### src/hdl/ufh_pkg.sv
package ufh_pkg;

  // ----------------------------------------------------------------
  // Widths and depths
  // ----------------------------------------------------------------
  localparam int DATA_W     = 8;
  localparam int FIFO_DEPTH = 16;
  localparam int CNT_W      = 5;
  localparam int MASK_W     = 4;

  // ----------------------------------------------------------------
  // Register addresses on host_addr
  // ----------------------------------------------------------------
  localparam logic [2:0] ADDR_HOLDING     = 3'h0;  // rx_holding read, tx_holding write
  localparam logic [2:0] ADDR_MASK        = 3'h1;  // interrupt_mask
  localparam logic [2:0] ADDR_FIFO_CTRL   = 3'h2;  // fifo_control write, interrupt_status read
  localparam logic [2:0] ADDR_LINE_STATUS = 3'h5;  // line_status read

  // ----------------------------------------------------------------
  // Field positions
  // ----------------------------------------------------------------
  localparam int FC_ENABLE   = 0;
  localparam int FC_RX_FLUSH = 1;
  localparam int FC_TX_FLUSH = 2;
  localparam int FC_DMA_MODE = 3;
  localparam int FC_TRIG_LSB = 6;
  localparam int IM_RX       = 0;
  localparam int IM_TX       = 1;
  localparam int IM_LINE     = 2;
  localparam int IM_MODEM    = 3;

  // ----------------------------------------------------------------
  // Reset values
  // ----------------------------------------------------------------
  localparam logic [MASK_W-1:0] MASK_RESET = 4'h0;
  localparam logic [1:0]        TRIG_RESET = 2'h0;

  // ----------------------------------------------------------------
  // Interrupt status codes, bits 3:0
  // ----------------------------------------------------------------
  localparam logic [3:0] ISR_NONE    = 4'h1;
  localparam logic [3:0] ISR_LINE    = 4'h6;
  localparam logic [3:0] ISR_RX_READY_N   = 4'h4;
  localparam logic [3:0] ISR_TIMEOUT = 4'hc;
  localparam logic [3:0] ISR_THRE    = 4'h2;
  localparam logic [3:0] ISR_MODEM   = 4'h0;

  // ----------------------------------------------------------------
  // Receive trigger levels in characters
  // ----------------------------------------------------------------
  localparam logic [CNT_W-1:0] TRIG_1  = 5'h01;
  localparam logic [CNT_W-1:0] TRIG_4  = 5'h04;
  localparam logic [CNT_W-1:0] TRIG_8  = 5'h08;
  localparam logic [CNT_W-1:0] TRIG_14 = 5'h0e;

  // ----------------------------------------------------------------
  // Serial timing in 16x ticks
  // ----------------------------------------------------------------
  localparam logic [3:0] BIT_LAST_TICK     = 4'hf;   // 16 ticks per bit
  localparam logic [3:0] START_SAMPLE_TICK = 4'h7;   // 8th tick, about 7.5 into start bit
  localparam logic [2:0] DATA_LAST_BIT     = 3'h7;
  localparam logic [3:0] TX_LAST_BIT       = 4'h9;   // start, 8 data, stop
  localparam logic [9:0] TIMEOUT_TICKS     = 10'h280; // four character times

  // ----------------------------------------------------------------
  // State codes
  // ----------------------------------------------------------------
  typedef enum logic [3:0] {
    RX_IDLE  = 4'b0001,
    RX_START = 4'b0010,
    RX_DATA  = 4'b0100,
    RX_STOP  = 4'b1000
  } ufh_rx_state_t;

endpackage

### src/hdl/ufh_fifo_if.sv
`timescale 1ns/1ps
interface ufh_fifo_if #(
  parameter int WIDTH = 8,
  parameter int DEPTH = 16
);
  localparam int CW = $clog2(DEPTH + 1);

  logic             in_valid;
  logic             in_ready;
  logic [WIDTH-1:0] in_data;
  logic             out_valid;
  logic             out_ready;
  logic [WIDTH-1:0] out_data;
  logic [CW-1:0]    count;
  logic             flush;

  modport store (input in_valid, in_data, out_ready, flush,
                 output in_ready, out_valid, out_data, count);
  modport user  (output in_valid, in_data, out_ready, flush,
                 input in_ready, out_valid, out_data, count);
endinterface

### src/hdl/ufh_fifo.sv
`timescale 1ns/1ps
module ufh_fifo #(
  parameter int WIDTH = 8,
  parameter int DEPTH = 16
) (
  input wire logic core_clk,  // System clock
  input wire logic rst,       // Asynchronous reset, active high
  ufh_fifo_if.store fq        // Queue ports
);
  localparam int AW = $clog2(DEPTH);
  localparam int CW = $clog2(DEPTH + 1);

  logic [WIDTH-1:0] mem_reg [DEPTH];
  logic [AW-1:0]    wr_ptr_reg;
  logic [AW-1:0]    rd_ptr_reg;
  logic [CW-1:0]    count_reg;

  wire push = fq.in_valid & fq.in_ready;
  wire pop  = fq.out_valid & fq.out_ready;
  wire [AW-1:0] wr_ptr_next = (wr_ptr_reg == AW'(DEPTH - 1)) ? '0 : wr_ptr_reg + 1'b1;
  wire [AW-1:0] rd_ptr_next = (rd_ptr_reg == AW'(DEPTH - 1)) ? '0 : rd_ptr_reg + 1'b1;

  assign fq.in_ready  = (count_reg != CW'(DEPTH));
  assign fq.out_valid = (count_reg != '0);
  assign fq.out_data  = mem_reg[rd_ptr_reg];
  assign fq.count     = count_reg;

  // Flush drops contents and pointers only; a write in the same cycle is lost
  always_ff @(posedge core_clk or posedge rst) begin
    if (rst) begin
      wr_ptr_reg <= '0;
      rd_ptr_reg <= '0;
      count_reg  <= '0;
    end else if (fq.flush) begin
      wr_ptr_reg <= '0;
      rd_ptr_reg <= '0;
      count_reg  <= '0;
    end else begin
      if (push) wr_ptr_reg <= wr_ptr_next;
      if (pop)  rd_ptr_reg <= rd_ptr_next;
      if (push && !pop) count_reg <= count_reg + 1'b1;
      else if (pop && !push) count_reg <= count_reg - 1'b1;
    end
  end

  always_ff @(posedge core_clk) begin
    if (push && !fq.flush) mem_reg[wr_ptr_reg] <= fq.in_data;
  end
endmodule

### src/hdl/ufh_uart.sv
// How it works
// - 8-bit transmit holding feeds shifter; write loads only if holding has room.
// - Holding-empty flag sets when transmit queue is flushed or its last byte moves to shifter.
// - Reading receive holding pops the oldest received byte.
// - Falling edge starts 16x count; start validated only if line low at centre.
// - Mask bits 0-3 gate rx, tx-empty, line, modem sources; bits 7:4 read zero.
// - Rx data interrupt while fill is at or above trigger level.
// - Interrupt status shows trigger condition while it holds, clears with it.
// - Data-ready sets when a character enters the queue, clears when empty.
// - Line status: bit5 tx queue empty, bit6 all empty, bit7 framing error with queues on.
// - Control bit 0 enables queues; other bits change only if bit 0 written 1.
// - Control bit 1 flushes receive queue, shifter untouched, bit self-clears.
// - Control bit 2 flushes transmit queue, shifter untouched, bit self-clears.
// - Control bit 3 picks ready-pin mode; mode 1 only with queues enabled.
// - Mode 0: tx_ready_n low while nothing held, high once a byte is loaded.
// - Mode 0: rx_ready_n low while a received byte is held.
// - Mode 1: tx_ready_n high only when transmit queue is full.
// - Mode 1: rx_ready_n low on trigger or timeout, high again when empty.
// - Trigger code 00 gives 1, 10 gives 8, 11 gives 14; queue keeps filling.
// - Receive timeout reported as its own interrupt status code, ranked below rx data.
// - Byte arriving to a full queue flags overrun and is dropped.
`timescale 1ns/1ps
module ufh_uart (
  input  wire logic       core_clk,             // System clock, 100 MHz
  input  wire logic       rst,                  // Asynchronous reset, active high
  input  wire logic [2:0] host_addr,            // Register select
  input  wire logic       host_cs,              // Chip select
  input  wire logic       host_rd,              // Read strobe, one cycle
  input  wire logic       host_wr,              // Write strobe, one cycle
  input  wire logic [7:0] host_data_bus_in,     // Write data
  output logic      [7:0] host_data_bus_out,    // Read data
  output logic            host_data_bus_oe,     // Read data drive enable
  input  wire logic       tick16,               // 16x baud tick, one cycle
  input  wire logic       rx_line,              // Serial input
  output logic            tx_line,              // Serial output
  input  wire logic       modem_event,          // Modem status change pending
  output logic            irq,                  // Interrupt, active high
  output logic            tx_ready_n,           // Transmit ready, active low
  output logic            rx_ready_n            // Receive ready, active low
);

  // ----------------------------------------------------------------
  // Queues
  // ----------------------------------------------------------------
  // One queue module serves both sides; a flush never reaches a shifter byte
  ufh_fifo_if #(.WIDTH(ufh_pkg::DATA_W), .DEPTH(ufh_pkg::FIFO_DEPTH)) txq ();
  ufh_fifo_if #(.WIDTH(ufh_pkg::DATA_W), .DEPTH(ufh_pkg::FIFO_DEPTH)) rxq ();

  ufh_fifo #(.WIDTH(ufh_pkg::DATA_W), .DEPTH(ufh_pkg::FIFO_DEPTH)) u_txq (
    .core_clk (core_clk),
    .rst      (rst),
    .fq       (txq.store)
  );

  ufh_fifo #(.WIDTH(ufh_pkg::DATA_W), .DEPTH(ufh_pkg::FIFO_DEPTH)) u_rxq (
    .core_clk (core_clk),
    .rst      (rst),
    .fq       (rxq.store)
  );

  // ----------------------------------------------------------------
  // Register state
  // ----------------------------------------------------------------
  logic [ufh_pkg::MASK_W-1:0] mask_reg;
  logic                       fifo_en_reg;
  logic                       dma_mode_reg;
  logic [1:0]                 trig_reg;
  logic                       overrun_reg;
  logic                       framing_reg;
  logic                       timeout_reg;
  logic [9:0]                 idle_cnt_reg;
  logic                       rx_dma_act_reg;

  function automatic logic [ufh_pkg::CNT_W-1:0] trig_level(input logic [1:0] code);
    unique case (code)
      2'b00: trig_level = ufh_pkg::TRIG_1;
      2'b01: trig_level = ufh_pkg::TRIG_4;
      2'b10: trig_level = ufh_pkg::TRIG_8;
      2'b11: trig_level = ufh_pkg::TRIG_14;
    endcase
  endfunction

  // ----------------------------------------------------------------
  // Host access decode
  // ----------------------------------------------------------------
  wire hold_wr   = host_cs & host_wr & (host_addr == ufh_pkg::ADDR_HOLDING);
  wire mask_wr   = host_cs & host_wr & (host_addr == ufh_pkg::ADDR_MASK);
  wire fctl_wr   = host_cs & host_wr & (host_addr == ufh_pkg::ADDR_FIFO_CTRL);
  wire hold_rd   = host_cs & host_rd & (host_addr == ufh_pkg::ADDR_HOLDING);
  wire status_rd = host_cs & host_rd & (host_addr == ufh_pkg::ADDR_LINE_STATUS);
  wire any_rd    = host_cs & host_rd;
  // Unmapped addresses read zero and ignore writes

  wire wr_en_bit = host_data_bus_in[ufh_pkg::FC_ENABLE];
  // Switching the queues on or off also empties them, as a mode change
  // would otherwise leave stale bytes counted against the wrong depth.
  wire en_change = fctl_wr & (wr_en_bit != fifo_en_reg);
  wire rx_flush  = en_change |
                   (fctl_wr & wr_en_bit & host_data_bus_in[ufh_pkg::FC_RX_FLUSH]);
  wire tx_flush  = en_change |
                   (fctl_wr & wr_en_bit & host_data_bus_in[ufh_pkg::FC_TX_FLUSH]);

  // ----------------------------------------------------------------
  // Queue status
  // ----------------------------------------------------------------
  wire                       tx_empty = (txq.count == '0);
  wire                       rx_empty = (rxq.count == '0);
  // Without queues each side holds one byte only
  wire                       tx_room  = fifo_en_reg ? txq.in_ready : tx_empty;
  wire                       rx_room  = fifo_en_reg ? rxq.in_ready : rx_empty;
  wire                       dma_one  = fifo_en_reg & dma_mode_reg;
  // With queues off the trigger is one byte, so the receive interrupt
  // behaves as a plain data-ready source
  wire [ufh_pkg::CNT_W-1:0]  level    = fifo_en_reg ? trig_level(trig_reg) : ufh_pkg::TRIG_1;
  wire                       trig_hit = (rxq.count >= level);

  // ----------------------------------------------------------------
  // Transmit path
  // ----------------------------------------------------------------
  logic [9:0] tx_shift_reg;
  logic       tx_busy_reg;
  logic [3:0] tx_tick_reg;
  logic [3:0] tx_bit_reg;

  assign txq.in_valid  = hold_wr & tx_room;
  assign txq.in_data   = host_data_bus_in;
  assign txq.flush     = tx_flush;
  assign txq.out_ready = ~tx_busy_reg;

  wire tx_load     = txq.out_valid & ~tx_busy_reg;
  wire tx_bit_end  = tx_busy_reg & tick16 & (tx_tick_reg == ufh_pkg::BIT_LAST_TICK);
  wire tx_last_bit = (tx_bit_reg == ufh_pkg::TX_LAST_BIT);
  // The shifter takes the next byte the cycle after it frees, so a full
  // queue drains with one idle-high cycle between stop and start bits

  always_ff @(posedge core_clk or posedge rst) begin
    if (rst) begin
      tx_busy_reg  <= 1'b0;
      tx_shift_reg <= '1;
      tx_tick_reg  <= '0;
      tx_bit_reg   <= '0;
    end else if (tx_load) begin
      tx_busy_reg  <= 1'b1;
      tx_shift_reg <= {1'b1, txq.out_data, 1'b0};
      tx_tick_reg  <= '0;
      tx_bit_reg   <= '0;
    end else if (tx_busy_reg && tick16) begin
      tx_tick_reg <= tx_tick_reg + 1'b1;
      if (tx_bit_end) begin
        tx_shift_reg <= {1'b1, tx_shift_reg[9:1]};
        tx_bit_reg   <= tx_bit_reg + 1'b1;
        tx_busy_reg  <= ~tx_last_bit;
      end
    end
  end

  assign tx_line = tx_busy_reg ? tx_shift_reg[0] : 1'b1;

  // ----------------------------------------------------------------
  // Receive path
  // ----------------------------------------------------------------
  ufh_pkg::ufh_rx_state_t rx_state_reg;
  logic                   rx_prev_reg;
  logic [3:0]             rx_tick_reg;
  logic [2:0]             rx_bit_reg;
  logic [7:0]             rx_shift_reg;

  // Start edge is found against the previous cycle; the line is taken as synchronous
  wire rx_fall     = rx_prev_reg & ~rx_line;
  wire rx_centre   = tick16 & (rx_tick_reg == ufh_pkg::START_SAMPLE_TICK);
  wire rx_bit_end  = tick16 & (rx_tick_reg == ufh_pkg::BIT_LAST_TICK);
  wire rx_stop_end = (rx_state_reg == ufh_pkg::RX_STOP) & rx_bit_end;
  wire rx_push     = rx_stop_end & rx_room;
  wire rx_overrun  = rx_stop_end & ~rx_room;

  always_ff @(posedge core_clk or posedge rst) begin
    if (rst) begin
      rx_state_reg <= ufh_pkg::RX_IDLE;
      rx_prev_reg  <= 1'b1;
      rx_tick_reg  <= '0;
      rx_bit_reg   <= '0;
      rx_shift_reg <= '0;
    end else begin
      rx_prev_reg <= rx_line;
      if (tick16) rx_tick_reg <= rx_tick_reg + 1'b1;
      unique case (rx_state_reg)
        ufh_pkg::RX_IDLE: begin
          rx_tick_reg <= '0;
          if (rx_fall) rx_state_reg <= ufh_pkg::RX_START;
        end
        ufh_pkg::RX_START: begin
          if (rx_centre) begin
            rx_tick_reg  <= '0;
            rx_bit_reg   <= '0;
            // A glitch that is gone by the centre is dropped
            rx_state_reg <= rx_line ? ufh_pkg::RX_IDLE : ufh_pkg::RX_DATA;
          end
        end
        ufh_pkg::RX_DATA: begin
          if (rx_bit_end) begin
            rx_shift_reg <= {rx_line, rx_shift_reg[7:1]};
            rx_bit_reg   <= rx_bit_reg + 1'b1;
            if (rx_bit_reg == ufh_pkg::DATA_LAST_BIT) rx_state_reg <= ufh_pkg::RX_STOP;
          end
        end
        ufh_pkg::RX_STOP: begin
          if (rx_bit_end) rx_state_reg <= ufh_pkg::RX_IDLE;
        end
        // A corrupted one-hot code falls back to idle and waits for a start
        default: rx_state_reg <= ufh_pkg::RX_IDLE;
      endcase
    end
  end

  assign rxq.in_valid  = rx_push;
  assign rxq.in_data   = rx_shift_reg;
  assign rxq.flush     = rx_flush;
  assign rxq.out_ready = hold_rd;

  // ----------------------------------------------------------------
  // Receive timeout and error flags
  // ----------------------------------------------------------------
  // Any push or pop restarts the wait; only a resting queue times out.
  wire idle_restart = rx_empty | rx_push | hold_rd;
  wire timeout_hit  = ~idle_restart & tick16 & (idle_cnt_reg == ufh_pkg::TIMEOUT_TICKS);
  // The counter parks at its end value, so the flag holds until data moves.
  // A holding read restarts the wait even when it pops nothing.

  always_ff @(posedge core_clk or posedge rst) begin
    if (rst) begin
      idle_cnt_reg <= '0;
      timeout_reg  <= 1'b0;
    end else begin
      if (idle_restart) idle_cnt_reg <= '0;
      else if (tick16 && !timeout_hit) idle_cnt_reg <= idle_cnt_reg + 1'b1;
      timeout_reg <= timeout_hit | (timeout_reg & ~idle_restart);
    end
  end

  // Set wins over the clear by a line status read in the same cycle
  wire framing_set = rx_stop_end & ~rx_line;

  always_ff @(posedge core_clk or posedge rst) begin
    if (rst) begin
      overrun_reg <= 1'b0;
      framing_reg <= 1'b0;
    end else begin
      overrun_reg <= rx_overrun | (overrun_reg & ~status_rd);
      framing_reg <= framing_set | (framing_reg & ~status_rd);
    end
  end

  // ----------------------------------------------------------------
  // Control registers
  // ----------------------------------------------------------------
  // A control write with enable low only turns the queues off; mode and
  // trigger keep their last values for the next enabling write
  always_ff @(posedge core_clk or posedge rst) begin
    if (rst) begin
      mask_reg     <= ufh_pkg::MASK_RESET;
      fifo_en_reg  <= 1'b0;
      dma_mode_reg <= 1'b0;
      trig_reg     <= ufh_pkg::TRIG_RESET;
    end else begin
      if (mask_wr) mask_reg <= host_data_bus_in[ufh_pkg::MASK_W-1:0];
      if (fctl_wr) begin
        fifo_en_reg <= wr_en_bit;
        if (wr_en_bit) begin
          dma_mode_reg <= host_data_bus_in[ufh_pkg::FC_DMA_MODE];
          trig_reg     <= host_data_bus_in[ufh_pkg::FC_TRIG_LSB +: 2];
        end
      end
    end
  end

  // ----------------------------------------------------------------
  // Interrupt priority
  // ----------------------------------------------------------------
  // Sources are live levels; reading the status code clears none of them,
  // so software removes each cause at its origin
  wire line_src  = mask_reg[ufh_pkg::IM_LINE] & (overrun_reg | framing_reg);
  wire rx_src    = mask_reg[ufh_pkg::IM_RX] & trig_hit;
  wire tout_src  = mask_reg[ufh_pkg::IM_RX] & timeout_reg & fifo_en_reg;
  wire thre_src  = mask_reg[ufh_pkg::IM_TX] & tx_empty;
  wire modem_src = mask_reg[ufh_pkg::IM_MODEM] & modem_event;

  wire [3:0] isr_code = line_src  ? ufh_pkg::ISR_LINE    :
                        rx_src    ? ufh_pkg::ISR_RX_READY_N   :
                        tout_src  ? ufh_pkg::ISR_TIMEOUT :
                        thre_src  ? ufh_pkg::ISR_THRE    :
                        modem_src ? ufh_pkg::ISR_MODEM   : ufh_pkg::ISR_NONE;

  assign irq = ~isr_code[0];

  // ----------------------------------------------------------------
  // Ready pins
  // ----------------------------------------------------------------
  always_ff @(posedge core_clk or posedge rst) begin
    if (rst) begin
      rx_dma_act_reg <= 1'b0;
    end else begin
      // Trigger or timeout set wins over the empty clear
      rx_dma_act_reg <= trig_hit | timeout_reg | (rx_dma_act_reg & ~rx_empty);
    end
  end

  // The mode 1 receive pin is latched so it stays low while the host
  // drains below the trigger; it lets go one cycle after the queue empties
  assign tx_ready_n = dma_one ? ~txq.in_ready : ~tx_empty;
  assign rx_ready_n = dma_one ? ~rx_dma_act_reg : rx_empty;

  // ----------------------------------------------------------------
  // Read data
  // ----------------------------------------------------------------
  wire [7:0] line_status = {fifo_en_reg & framing_reg,
                            tx_empty & ~tx_busy_reg,
                            tx_empty,
                            1'b0,
                            framing_reg,
                            1'b0,
                            overrun_reg,
                            ~rx_empty};
  wire [7:0] isr_value   = {fifo_en_reg, fifo_en_reg, 2'b00, isr_code};
  wire [7:0] mask_value  = {4'h0, mask_reg};

  // Read data is captured at the strobe, so a pop in the same cycle never
  // changes the byte the host sees
  wire [7:0] rd_mux = (host_addr == ufh_pkg::ADDR_HOLDING)     ? rxq.out_data :
                      (host_addr == ufh_pkg::ADDR_MASK)        ? mask_value   :
                      (host_addr == ufh_pkg::ADDR_FIFO_CTRL)   ? isr_value    :
                      (host_addr == ufh_pkg::ADDR_LINE_STATUS) ? line_status  : 8'h00;

  always_ff @(posedge core_clk or posedge rst) begin
    if (rst) begin
      host_data_bus_out <= 8'h00;
      host_data_bus_oe  <= 1'b0;
    end else begin
      host_data_bus_oe <= any_rd;
      if (any_rd) host_data_bus_out <= rd_mux;
    end
  end

endmodule
### config.mk
export PLATFORM = sky130hd
export DESIGN_NAME = ufh_uart
export DESIGN_NICKNAME = d
export VERILOG_FILES = /design/src/hdl/ufh_pkg.sv /design/src/hdl/ufh_fifo_if.sv /design/src/hdl/ufh_fifo.sv /design/src/hdl/ufh_uart.sv
export SDC_FILE = /design/constraint.sdc
export NUM_CORES = 1
export LEC_CHECK = 0
export BUFFER_PORTS_ARGS = -buffer_cell sky130_fd_sc_hd__buf_2
export CAP_MARGIN = 25
export CORE_UTILIZATION = 33
export CTS_BUF_LIST = sky130_fd_sc_hd__clkbuf_4
export CTS_CLUSTER_SIZE = 10
export DETAILED_ROUTE_END_ITERATION = 12
export PLACE_DENSITY = 0.48
export SYNTH_ARGS = -nofsm -noshare
export SYNTH_HDL_FRONTEND = slang
export SYNTH_SLANG_ARGS = --single-unit
### constraint.sdc
create_clock -name core_clk -period 6.6 [get_ports core_clk]
set_clock_uncertainty 0.2 [all_clocks]
set_input_delay 0.66 -clock core_clk [delete_from_list [all_inputs] [get_ports core_clk]]
set_output_delay 0.66 -clock core_clk [all_outputs]
set_load 0.03 [all_outputs]
Yosys cells after proc, flatten, opt, wreduce, memory -nomap -nowiden. Memory sizes are Yosys's and may differ from the RTL's. Cells that the tools add are included.

Flip-flop bits (word level): 96. RAM bits: 256. Input bits: 19. Output and inout port bits: 13. Word-level logic and storage cells: 231. Memories kept: 2.

Add/subtract/negate cells: 13. Order comparisons: 1. Equal/unequal tests: 28. Mux-type cells: 64. Bitwise operators: 61. Reduce and logical (&&, ||, !) cells: 36.

Memories: u_rxq.mem_reg (depth 16, bits a word 8, read ports 1, clocked after memory_dff 0, write ports 1, RTL line ufh_fifo.sv:13) `logic [WIDTH-1:0] mem_reg [DEPTH];`; u_txq.mem_reg (depth 16, bits a word 8, read ports 1, clocked after memory_dff 0, write ports 1, RTL line ufh_fifo.sv:13).

Operator list (number): 2-to-1 mux 4 bit (27); 2-to-1 mux 10 bit (5); AND 1 bit (40); 2-to-1 mux 5 bit (7); equality test 4 bit, second input constant (8); 2-to-1 mux 8 bit (4); adder 4 x 1 -> 4 bit, second input constant (7); one-hot mux 5 bit (4 select lines) (1); one-hot mux 4 bit (4 select lines) (1); nonzero test 2 bit (8); 2-to-1 mux 1 bit (13); NOT 1 bit (11); adder 10 x 1 -> 10 bit, second input constant (1); adder 5 x 1 -> 5 bit, second input constant (2); equality test 10 bit, second input constant (1); logical NOT 5 bit (2); inequality test 2 bit, second input constant (5); inequality test 5 bit, second input constant (2); bitwise OR 1 bit (10); nonzero test 5 bit (2); subtractor 5 x 1 -> 5 bit, second input constant (2); 2-to-1 mux 3 bit (3); equality test 4 x 3 -> 1 bit, second input constant (2); logical AND 1 bit (8); 20 further kinds (31).

Logic depth before layout (Yosys ltp). Gate-level depths: netlist of run 1.

Word-level depth: 13. Depth in mapped cells: 12. Mapped depth without buffers: 11.

Modules after synthesis. Synthesis of run 1 repeated with hierarchy kept, for this count alone.

Cells, all modules: 1022. Area, all modules: 15373.5 sq um.

By module, submodules not included: ufh_fifo (instances 2, cells an instance 323, area each 5849.4 sq um, seq. area each 4169.0 sq um); ufh_uart (instances 1, cells an instance 376, area each 3674.8 sq um, seq. area each 1740.4 sq um).

Worst setup path after synthesis of run 1. No wires, ideal clock.

Path kind: register to register. Start point: reg u_rxq.count_reg[0] (netlist: u_rxq.fq.count[0]). End point: reg u_rxq.count_reg[4] (netlist: u_rxq.fq.count[4]). Setup time: 0.128 ns. Arrival time: 3.034 ns. Data required time: 6.272 ns. Path slack: 3.238 ns. Cell stages (with the launch flop): 10. Buffers on the path: 0. Clock period less this slack: 3.362 ns. Path through: dfrtp_1 or4_2 o211a_1 nor3_4 inv_1 fa_1 a21o_1 a21oi_1 mux2i_1 mux2_1.

Longest elaborated chain between the ends: 7. Elaborated cells between the ends (all ways): 17. Classes of those cells: add/sub (2); eq/ne (1); mux (4); bitwise (3); reduce/logical (7).

Ends and longest elaborated chain: from (decl) (RTL line ufh_fifo.sv:16) `logic [CW-1:0] count_reg;`; from (signal assigned) (RTL line ufh_fifo.sv:41) `if (push && !pop) count_reg <= count_reg + 1'b1;`; from (signal assigned) (RTL line ufh_fifo.sv:42) `else if (pop && !push) count_reg <= count_reg - 1'b1;`; inequality test 5 bit / logical NOT 5 bit (equally long branches) (RTL line ufh_fifo.sv:23, ufh_uart.sv:107); 2-to-1 mux 1 bit (RTL line ufh_uart.sv:110) `wire rx_room = fifo_en_reg ? rxq.in_ready : rx_empty;`; AND 1 bit (RTL line ufh_uart.sv:173) `wire rx_push = rx_stop_end & rx_room;`; AND 1 bit (RTL line ufh_fifo.sv:18) `wire push = fq.in_valid & fq.in_ready;`; logical AND 1 bit / logical NOT 1 bit (equally long branches) (RTL line ufh_fifo.sv:41, ufh_fifo.sv:42); 2-to-1 mux 5 bit / logical AND 1 bit (equally long branches) (RTL line ufh_fifo.sv:41, ufh_fifo.sv:42); 2-to-1 mux 5 bit / nonzero test 3 bit (equally long branches).

Several ways; a longest one is shown, not always the timed one. The select of a mux whose other input is x is not followed. A chain may end at the register's enable or synchronous reset.

Worst setup path after layout of run 1.
Start point: reg fifo_en_reg. End point: out irq.

Longest elaborated chain between the ends: 6. Elaborated cells between the ends (all ways): 8. Classes of those cells: order compare (1); mux (4); bitwise (3).

Ends and longest elaborated chain: from (decl) (RTL line ufh_uart.sv:65) `logic fifo_en_reg;`; from (signal assigned) (RTL line ufh_uart.sv:267) `fifo_en_reg <= wr_en_bit;`; 2-to-1 mux 5 bit (RTL line ufh_uart.sv:114) `wire [ufh_pkg::CNT_W-1:0] level = fifo_en_reg ? trig_level(trig_reg) : ufh_pkg::TRIG_1;`; greater-or-equal comparator 5 bit (RTL line ufh_uart.sv:115) `wire trig_hit = (rxq.count >= level);`; AND 1 bit (RTL line ufh_uart.sv:282) `wire rx_src = mask_reg[ufh_pkg::IM_RX] & trig_hit;`; 2-to-1 mux 4 bit * (RTL line ufh_uart.sv:288) `rx_src ? ufh_pkg::ISR_RX_READY_N :`; 2-to-1 mux 4 bit * (RTL line ufh_uart.sv:287) `wire [3:0] isr_code = line_src ? ufh_pkg::ISR_LINE :`; NOT 1 bit * (RTL line ufh_uart.sv:293) `assign irq = ~isr_code[0];`; to (decl) (RTL line ufh_uart.sv:37) `output logic irq,`.

Mark *: on every way between the ends. The rest lies on a longest branch, timed or not.

==> flow_metrics.py, run 1 <==
metrics = {
    "run_status": {
        "status": "finished, final reports clean",
    },
    "power_and_ir_drop": {
        "switching_share_pct": 28.79,
        "p_leak_nw": 6.106,
        "peakVddDrop_v": 0.0001807,
        "pwr-share-clk_pct": 34.0,
        "switching_power_mw": 1.597,
        "power.density_nw_per_um2": 323.2,
        "power.internal_mw": 3.951,
        "p_seq_share_pct": 48.0,
        "combPwrFrac_pct": 18.0,
    },
    "global_route": {
        "grt.overflow.total": 0,
        "grtUsageTotal_pct": 15.44,
        "antenna_found_initial": 1,
        "grt_max_degree": 53,
        "grt_pass1_vias": 9188,
        "grt_first_pass_wirelength_um": 54290,
    },
    "synthesis": {
        "ys_ff_latch": 351,
        "synth_cell_types": 72,
        "synth_cells": 991,
        "netlist_area_um2": 15120,
        "synthFlopType": "edfxtp_1",
        "synth_edf_count": 256,
        "syn_area_per_cell_um2": 15.26,
        "syn_nets": 1040,
        "synth_warnings": 0,
        "yosysSeqAreaShare_pct": 66.64,
        "synthArstFlopShare_pct": 27.07,
    },
    "worst_setup_path": {
        "cp_max_fo": 16,
        "crit_path_start_kind": "flip-flop",
        "crit_chain": "nand2_1 > ha_1 > a211oi_1 > nand2_1 > or2_2 > a21oi_1 > nand2_1 > buf_2",
        "path_class": "flip-flop to primary output",
        "critical-path-top-delay-family": "flip-flops",
        "cp_slowest_cell": "dfrtp_1",
        "max_stage_delay_ns": 0.68,
        "required_ns": 5.74,
        "path_common_cell": "nand2_1",
        "crit_path_end_kind": "primary output",
        "crit_arrival_ns": 3.04,
        "path_buf_inv": 1,
    },
    "sta": {
        "max_freq_mhz": 256.4,
        "fin_crit_ns": 3.900,
        "rsz0062_at_grt": "no",
        "fin_crit_sh_pct": 59.10,
        "fin_setup_tns_ns": 0,
        "finalSetupViolCount": 0,
        "tightestPinTransition_ns": 1.019,
        "slew_headroom_pct": 32.06,
        "slew_viol_final": 0,
        "hold_viol_final": 0,
    },
    "clock_network": {
        "root_buffer": "clkbuf_4",
        "post_cts_buffers": 0,
        "clk_pin_slew_ns": 0.07,
        "cts_max_path_buffers": 3,
        "post_cts_resize_count": 0,
        "cts.sinks": 351,
        "ctsHtreeMaxLevel": 3,
        "numCtsBuffers": 90,
        "clk_latency_ns": 0.75,
        "cts_tree": "built",
    },
    "route": {
        "viasPerCell": 4.957,
        "via_count": 8739,
        "totalWireLength_um": 35240,
        "routedWlPerCell_um": 19.99,
        "drc": 0,
        "dr.pass1.iters": 7,
        "drt_iter0_markers": 477,
        "ant_nets": 0,
    },
    "placed_design": {
        "dp.cells": 1593,
        "gp_congestion": 0.8387,
        "dpl.hpwl_um": 22130,
        "portBuffers": 31,
    },
    "layout": {
        "area_growth_pct": 13.50,
        "fin_cells": 1763,
        "final_nets": 1137,
        "final_util_pct": 37.91,
        "fillers": 4344,
        "layout_commonest_cell": "edfxtp_1",
        "layout_common_cells": "256 x edfxtp_1, 139 x clkbuf_4, 82 x dfrtp_1",
        "layout-drive-gt1-share_pct": 25.90,
    },
    "floorplan": {
        "initial_core_util_pct": 33.40,
        "die-area_um2": 46690,
        "core-area_um2": 45280,
        "fp.dieW_um": 216.1,
        "die_h_um": 216.1,
        "pin_count": 32,
        "rows": 78,
    },
    "hold_path": {
        "hold_path.class": "input port to flip-flop",
    },
    "flow_run": {
        "maxCapViolCount": 0,
    },
}
==> final timing paths <==
path,startpoint,endpoint,slack [ns],depth (start not counted)
worst min register to register,tx_shift_reg[0]$_DFFE_PP1P_,tx_shift_reg[0]$_DFFE_PP1P_,0.26,2
max in group asynchronous,rst,idle_cnt_reg[8]$_DFFE_PP0P_,4.65,4
worst max register to register,u_rxq.fq.count[0]$_DFFE_PP0P_,u_rxq.fq.count[4]$_DFFE_PP0P_,2.98,9
worst max-delay path,fifo_en_reg$_DFFE_PP0P_,irq,2.70,8
min in group asynchronous,rst,tx_bit_reg[2]$_DFFE_PP0P_,0.36,3
worst min-delay path,host_data_bus_in[5],u_txq.mem_reg[10][5]$_DFFE_PP_,0.14,1
==> synthesized netlist by cell type (3+ instances only) <==
library cell	count	area, µm²
nand2b_1	5	31.28
or3_1	3	18.77
clkbuf_1	27	101.4
a311oi_1	8	70.07
nor2_1	69	259.0
a2111oi_0	7	61.31
nand2_1	75	281.5
a21o_1	8	60.06
buf_1	3	11.26
mux2i_1	18	180.2
xnor2_1	10	87.58
o31ai_1	4	30.03
buf_2	10	50.05
a21oi_1	33	165.2
o21ai_0	24	120.1
ha_1	28	350.3
nor3_1	26	130.1
and3_1	8	50.05
nand3_1	25	125.1
or2_2	3	18.77
dfstp_2	11	289.0
mux4_2	66	1486
nand4_1	8	50.05
mux2_2	17	191.4
a31oi_1	6	37.54
and2_1	12	75.07
o22ai_1	3	18.77
edfxtp_1	256	7687
nor2b_1	17	106.4
nor3b_1	4	30.03
dfrtp_1	84	2102
nand3b_1	3	22.52
a22o_1	3	26.28
xor2_1	15	131.4
inv_1	30	112.6
a211oi_1	15	112.6
a22oi_1	3	22.52
or4_1	3	22.52
==> power by group through the flow <==
stage	clock network (mW)	registers (mW)	logic, mW
2_1_floorplan	0	2.65	0.795
5_1_grt	2.07	2.69	1.11
4_1_cts	1.96	2.67	1.02
3_5_place_dp	0	2.71	1.02
3_3_place_gp	0	2.71	1.01
6_report	1.89	2.67	0.996
==> through the flow <==
step	hold slack (ns)	setup slack (ns)	total power [mW]	instance area (µm²)
after floorplan	0.2348	3.238	3.442	15120
after global placement	0.2511	2.561	3.721	15960
after detailed placement	0.2575	2.572	3.731	15960
after CTS	0.05711	2.607	5.648	17160
after global routing	0.06929	2.463	5.870	17170
final	0.1371	2.700	5.548	17170
==> kinds of logic (layout without fill, tap and decap cells) <==
kind of cell / Yosys count / in the layout / synth area share [%]
AND/OR/NAND/NOR: 277 / 277 / 9.141
other: 0 / 1 / 0
XOR/XNOR: 25 / 25 / 1.448
adder cells (fa/ha/maj): 30 / 30 / 2.581
AO/OA/AOI/OAI: 133 / 133 / 5.882
flip-flops: 351 / 351 / 66.64
buffers and inverters: 73 / 244 / 1.952
multiplexers: 102 / 102 / 12.36
==> what timing repair did <==
action | 4_1_cts | 5_1_grt
endpoints found under the hold margin | 35 | 0
hold buffers | 2 | 0
endpoints found under the setup margin | 0 | 0
==> metal layers <==
metal  global-route usage (%)  up-vias  routed length (µm)
met1                    19.58     4441               15490
met4                    6.408        0                 894
met5                        0        -                   0
met3                    3.298       57                1241
met2                    25.60      178               17610
li1                         -     4063                   -
==> area by class of cell <==
| class | instances | area [µm²] | area share [%] |
|---|---|---|---|
| multi-input combinational | 567 | 4756 | 27.70 |
| clock inverter | 27 | 136.4 | 0.7945 |
| clock buffer | 139 | 1044 | 6.079 |
| sequential | 351 | 10080 | 58.72 |
| inverter | 31 | 118.9 | 0.6924 |
| tap | 600 | 750.7 | 4.373 |
| timing repair buffer | 47 | 277.8 | 1.618 |
| antenna | 1 | 2.502 | 0.01458 |
No activity file was read; power rests on OpenSTA's default activity.
==> run 2, diff against run 1 <==
PLACE_DENSITY = 0.5   (was 0.48)
clock period = 3.4 ns   (was 6.6 ns; I/O delays follow)
==> run 2 against run 1 <==
Die area did not move. Critical path type is now flip-flop to flip-flop. Core utilization rose by 1.7 points. Sequential share of layout area is 2.5 points lower. Combinational power grew 120%. Sequential cell count stayed put. Highest routed layer unchanged. Register-to-register slack got worse by 2.8 ns. Hold slack better by 0.064 ns. Critical endpoint is now u_rxq.fq.count[4]$_DFFE_PP0P_.
==> flow_metrics.py, run 2 (synthesized netlist as in run 1, its figures left out) <==
metrics = {
    "floorplan": {
        "pin_count": 32,
        "die_h_um": 216.1,
        "initial_core_util_pct": 33.40,
        "rows": 78,
        "die-area_um2": 46690,
        "core-area_um2": 45280,
        "fp.dieW_um": 216.1,
    },
    "layout": {
        "layout-drive-gt1-share_pct": 29.63,
        "layout_commonest_cell": "edfxtp_1",
        "final_nets": 1218,
        "layout_common_cells": "256 x edfxtp_1, 138 x clkbuf_4, 81 x dfrtp_1",
        "multi_input_comb_area_um2": 4785,
        "area_growth_pct": 18.49,
        "final-seq-area_um2": 10080,
        "fillers": 4364,
    },
    "sta": {
        "fin_setup_tns_ns": 0,
        "fin_crit_ns": 3.244,
        "slew_headroom_pct": 48.92,
        "max_freq_mhz": 308.2,
        "fin_ws_ns": 0.1555,
        "whs_ns": 0.2010,
        "finalSetupViolCount": 0,
        "hold_viol_final": 0,
        "tightestPinTransition_ns": 0.7662,
        "slew_viol_final": 0,
        "fin_crit_sh_pct": 95.43,
    },
    "clock_network": {
        "cts_max_path_buffers": 3,
        "cts_tree": "built",
        "cts.sinks": 351,
        "clk_latency_ns": 0.81,
        "root_buffer": "clkbuf_4",
        "ctsHtreeMaxLevel": 3,
        "numCtsBuffers": 92,
        "clk_pin_slew_ns": 0.06,
    },
    "worst_setup_path": {
        "required_ns": 3.87,
        "timing.rr.start": "rx_state_reg[0]$_DFFE_PP1P_",
        "max_stage_delay_ns": 0.55,
        "ff2ff_path_depth": 9,
        "crit_chain": "or4b_4 > or3_4 > nor3_4 > inv_2 > fa_1 > a21o_1 > a21oi_1 > mux2i_1 > mux2_1",
        "cp_max_fo": 6,
        "cp_slowest_cell": "or4b_4",
        "crit_arrival_ns": 3.71,
        "reg2reg_to": "u_rxq.fq.count[4]$_DFFE_PP0P_",
        "crit_path_start_kind": "flip-flop",
        "crit_path_start": "rx_state_reg[0]$_DFFE_PP1P_",
        "reg2reg_slack_ns": 0.16,
        "crit_path_end_kind": "flip-flop",
        "path_class": "flip-flop to flip-flop",
        "crit_end": "u_rxq.fq.count[4]$_DFFE_PP0P_",
    },
    "power_and_ir_drop": {
        "p_leak_nw": 6.530,
        "peakVddDrop_v": 0.0003700,
        "power.total_mw": 11.01,
        "power.density_nw_per_um2": 614.2,
    },
    "flow_run": {
        "maxCapViolCount": 0,
    },
    "placed_design": {
        "gp_congestion": 0.8194,
        "pre_cts_slack_ns": 0.07536,
        "portBuffers": 31,
        "dpl.hpwl_um": 22920,
    },
    "run_status": {
        "status": "finished, final reports clean",
    },
    "route": {
        "drt_iter0_markers": 531,
        "via_count": 9004,
        "totalWireLength_um": 34780,
        "dr.pass1.iters": 5,
        "drc": 0,
        "routedWlPerCell_um": 18.86,
        "viasPerCell": 4.883,
        "ant_nets": 0,
    },
    "global_route": {
        "grt_max_degree": 58,
        "grt.overflow.total": 0,
        "grt_pass1_vias": 9368,
        "grt_first_pass_wirelength_um": 54500,
        "grtUsageTotal_pct": 15.42,
        "antenna_found_initial": 2,
    },
    "hold_path": {
        "hold_path.class": "input port to flip-flop",
    },
}
==> run 2: cell types whose count changed in the layout (fill, tap and decap cells not counted), sizes merged <==
| cell | change |
|---|---|
| inv | +1 |
| buf | +55 |
| dlygate4sd3 | +25 |
| diode | +1 |
| clkinv | +2 |
| clkbuf | -2 |
| clkinvlp | -1 |
==> run 2: report_power, final <==
group          leakage (nW)  internal, mW  total (mW)  switching, mW
sequential             3.57          4.85        5.16          0.308
combinational          2.24          1.06        2.19           1.12
clock                 0.714          1.94        3.66           1.72
total                  6.53          7.85        11.0           3.16
==> run 2: layout make-up <==
type / count / area share, %
Tap cell: 600 / 4.189
Antenna cell: 2 / 0.02793
Clock buffer: 138 / 5.781
Inverter: 31 / 0.6633
Sequential cell: 351 / 56.26
Timing Repair Buffer: 126 / 5.516
Clock inverter: 29 / 0.8657
Multi-Input combinational cell: 567 / 26.70
==> run 2: worst max-delay path: cells and delay by family (launching register included) <==
kind | cells | cell delay [ns]
AND/OR/NAND/NOR | 3 | 1.11
multiplexers | 2 | 0.56
adder cells (fa/ha/maj) | 1 | 0.42
flip-flops | 1 | 0.39
AO/OA/AOI/OAI | 2 | 0.36
buffers and inverters | 1 | 0.09
==> run 2: timing repair <==
action / CTS / global route
setup endpoints to repair: 1 / 3
buffers inserted: 0 / 4
hold buffers: 27 / 0
pin swaps: 0 / 1
resized for setup: 3 / 8
hold endpoints to repair: 276 / 0
==> run 2: how the worst min path moves through the flow <==
stage | from | endpoint | slack [ns] | cells after the start
final | rx_line | rx_state_reg[1]$_DFFE_PP0P_ | 0.20 | 3
after global routing | rx_line | rx_state_reg[1]$_DFFE_PP0P_ | 0.14 | 3
after detailed placement | tx_shift_reg[1]$_DFFE_PP1P_ | tx_shift_reg[0]$_DFFE_PP1P_ | 0.26 | 2
after global placement | tx_shift_reg[0]$_DFFE_PP1P_ | tx_shift_reg[0]$_DFFE_PP1P_ | 0.26 | 2
after CTS | rx_line | rx_state_reg[1]$_DFFE_PP0P_ | 0.09 | 3
after floorplan | rx_line | rx_prev_reg$_DFF_PP1_ | 0.14 | 0
==> run 2: metrics by stage <==
stage,std cells,instance area [µm²],utilization [%]
after floorplan,991,15120,-
after CTS,1838,17860,39.43
final,1844,17920,39.57
after detailed placement,1644,16390,36.19
after global placement,1644,16390,36.19
after global routing,1844,17920,39.57
==> run 2: routing by layer <==
layer	GRT usage [%]	wire (µm)	up-vias
met5	0	0	-
met3	3.509	1240	46
met2	24.59	16690	157
met1	20.42	16160	4565
met4	5.986	691	0
li1	-	-	4236
==> run 3, diff against run 2 <==
CAP_MARGIN = default   (was 25)
CORE_UTILIZATION = 59   (was 33)
GPL_TIMING_DRIVEN = 0   (was default)
PLACE_DENSITY = 0.8   (was 0.5)
==> run 3 against run 2 <==
Core utilization up 29 points. Sequential share of layout area up 2.2 points. Setup slack worse by 0.12 ns. Clock power down 5%. First-iteration DRC count up 82%. Routed wire length down 4.5%. Critical path type unchanged. Design area down 3.7%.
==> flow_metrics.py, run 3 (synthesized netlist as in run 1, its figures left out) <==
metrics = {
    "run_status": {
        "status": "finished, final reports clean",
    },
    "layout": {
        "fillers": 1639,
        "final_nets": 1192,
        "final_util_pct": 68.53,
        "fin_cells": 1546,
        "final-seq-area_um2": 10080,
        "layout-drive-gt1-share_pct": 26.83,
        "area_growth_pct": 14.10,
        "multi_input_comb_area_um2": 4867,
        "layout_commonest_cell": "edfxtp_1",
        "layout_common_cells": "256 x edfxtp_1, 128 x clkbuf_4, 80 x dfrtp_1",
    },
    "worst_setup_path": {
        "crit_path_end_kind": "flip-flop",
        "cp_max_fo": 8,
        "path_class": "flip-flop to flip-flop",
        "crit_arrival_ns": 3.51,
        "crit_path_start_kind": "flip-flop",
        "required_ns": 3.55,
    },
    "floorplan": {
        "core-area_um2": 25180,
        "pin_count": 32,
        "fp.dieW_um": 162.1,
        "die-area_um2": 26280,
        "rows": 58,
        "initial_core_util_pct": 60.06,
        "die_h_um": 162.1,
    },
    "sta": {
        "slew_headroom_pct": 34.16,
        "finalSetupViolCount": 0,
        "hold_viol_final": 0,
        "fin_crit_ns": 3.362,
        "tightestPinTransition_ns": 0.9840,
        "slew_viol_final": 0,
        "max_freq_mhz": 297.4,
        "rsz0062_at_grt": "yes",
        "whs_ns": 0.03269,
        "fin_crit_sh_pct": 98.89,
    },
    "clock_network": {
        "ctsHtreeMaxLevel": 3,
        "clk_pin_slew_ns": 0.06,
        "root_buffer": "clkbuf_4",
        "cts.sinks": 351,
        "cts_tree": "built",
        "clk_latency_ns": 0.74,
        "cts_max_path_buffers": 3,
        "numCtsBuffers": 89,
    },
    "power_and_ir_drop": {
        "p_leak_nw": 6.267,
        "peakVddDrop_v": 0.0003806,
        "power.density_nw_per_um2": 629.9,
        "power.total_mw": 10.87,
    },
    "global_route": {
        "grtUsageTotal_pct": 26.08,
        "grt_first_pass_wirelength_um": 51120,
        "grt.overflow.total": 0,
        "grt_pass1_vias": 9447,
        "grt_max_degree": 71,
        "antenna_found_initial": 1,
    },
    "placed_design": {
        "gp_congestion": 0.9165,
        "dpl.hpwl_um": 21230,
        "portBuffers": 31,
        "dp.cells": 1353,
    },
    "hold_path": {
        "hold_path.class": "input port to flip-flop",
    },
    "route": {
        "ant_nets": 0,
        "drc": 0,
        "via_count": 9389,
        "viasPerCell": 6.073,
        "dr.pass1.iters": 5,
        "routedWlPerCell_um": 21.49,
        "drt_iter0_markers": 965,
        "totalWireLength_um": 33220,
    },
    "flow_run": {
        "maxCapViolCount": 0,
    },
}
run 3: per-layer routing:
| layer | part of all wire (%) | track usage (%) |
|---|---|---|
| met1 | 41 | 33.92 |
| met2 | 50 | 43.07 |
| met3 | 6.4 | 5.031 |
| met4 | 2.9 | 11.45 |
| met5 | 0 | 0 |
run 3: path summary, 6_finish.rpt:
path	from	to	slack [ns]	cells after the start
max in group asynchronous	rst	u_rxq.fq.count[0]$_DFFE_PP0P_	1.71	5
worst max register to register	rx_state_reg[1]$_DFFE_PP0P_	u_rxq.mem_reg[3][5]$_DFFE_PP_	0.04	5
min in group asynchronous	rst	tx_tick_reg[2]$_DFFE_PP0P_	0.53	4
worst min-delay path	host_addr[2]	trig_reg[0]$_DFFE_PP0P_	0.03	4
worst max-delay path	rx_state_reg[1]$_DFFE_PP0P_	u_rxq.mem_reg[3][5]$_DFFE_PP_	0.04	5
worst min register to register	tx_shift_reg[8]$_DFFE_PP1P_	tx_shift_reg[7]$_DFFE_PP1P_	0.25	2
run 3: critical path, cell delays in order (launching register included):
cell and delay [ns]:
dfrtp_1 0.40, or4b_4 0.53, nor3_1 0.35, nand2_1 0.35
nor4_1 0.58, and2_1 0.57
run 3: where the power goes:
| part | internal [mW] | switching [mW] | total (mW) | leakage [nW] |
|---|---|---|---|---|
| combinational | 1.02 | 1.24 | 2.25 | 2.02 |
| sequential | 4.85 | 0.278 | 5.13 | 3.57 |
| clock | 1.75 | 1.73 | 3.49 | 0.673 |
| total | 7.62 | 3.25 | 10.9 | 6.27 |
run 3: cell type report:
type,instances,area share (%)
antenna,1,0.01450
buffer,41,1.044
clock buffer,127,5.525
clock inverter,36,1.015
inverter,31,0.6888
multi-input combinational,567,28.20
sequential,351,58.43
tap,330,2.393
timing repair buffer,62,2.683
run 3: timing repair:
item                                    4_1_cts  5_1_grt
endpoints found under the setup margin       44      165
cloned                                        0        0
buffers inserted                              2        7
gates resized for setup                      19       17
endpoints found under the hold margin       243        0
hold buffers                                 21        0
pin swaps                                     1        7
run 3: through the flow:
stage | instance area [µm²] | worst slack, ns | setup TNS (ns)
floorplan | 15120 | 0.03832 | 0
global placement | 15690 | -0.8308 | -75.45
detailed placement | 15720 | -0.3482 | -9.028
CTS | 17150 | -0.02841 | -0.05278
global route | 17260 | -0.04938 | -0.09250
finish | 17260 | 0.03783 | 0
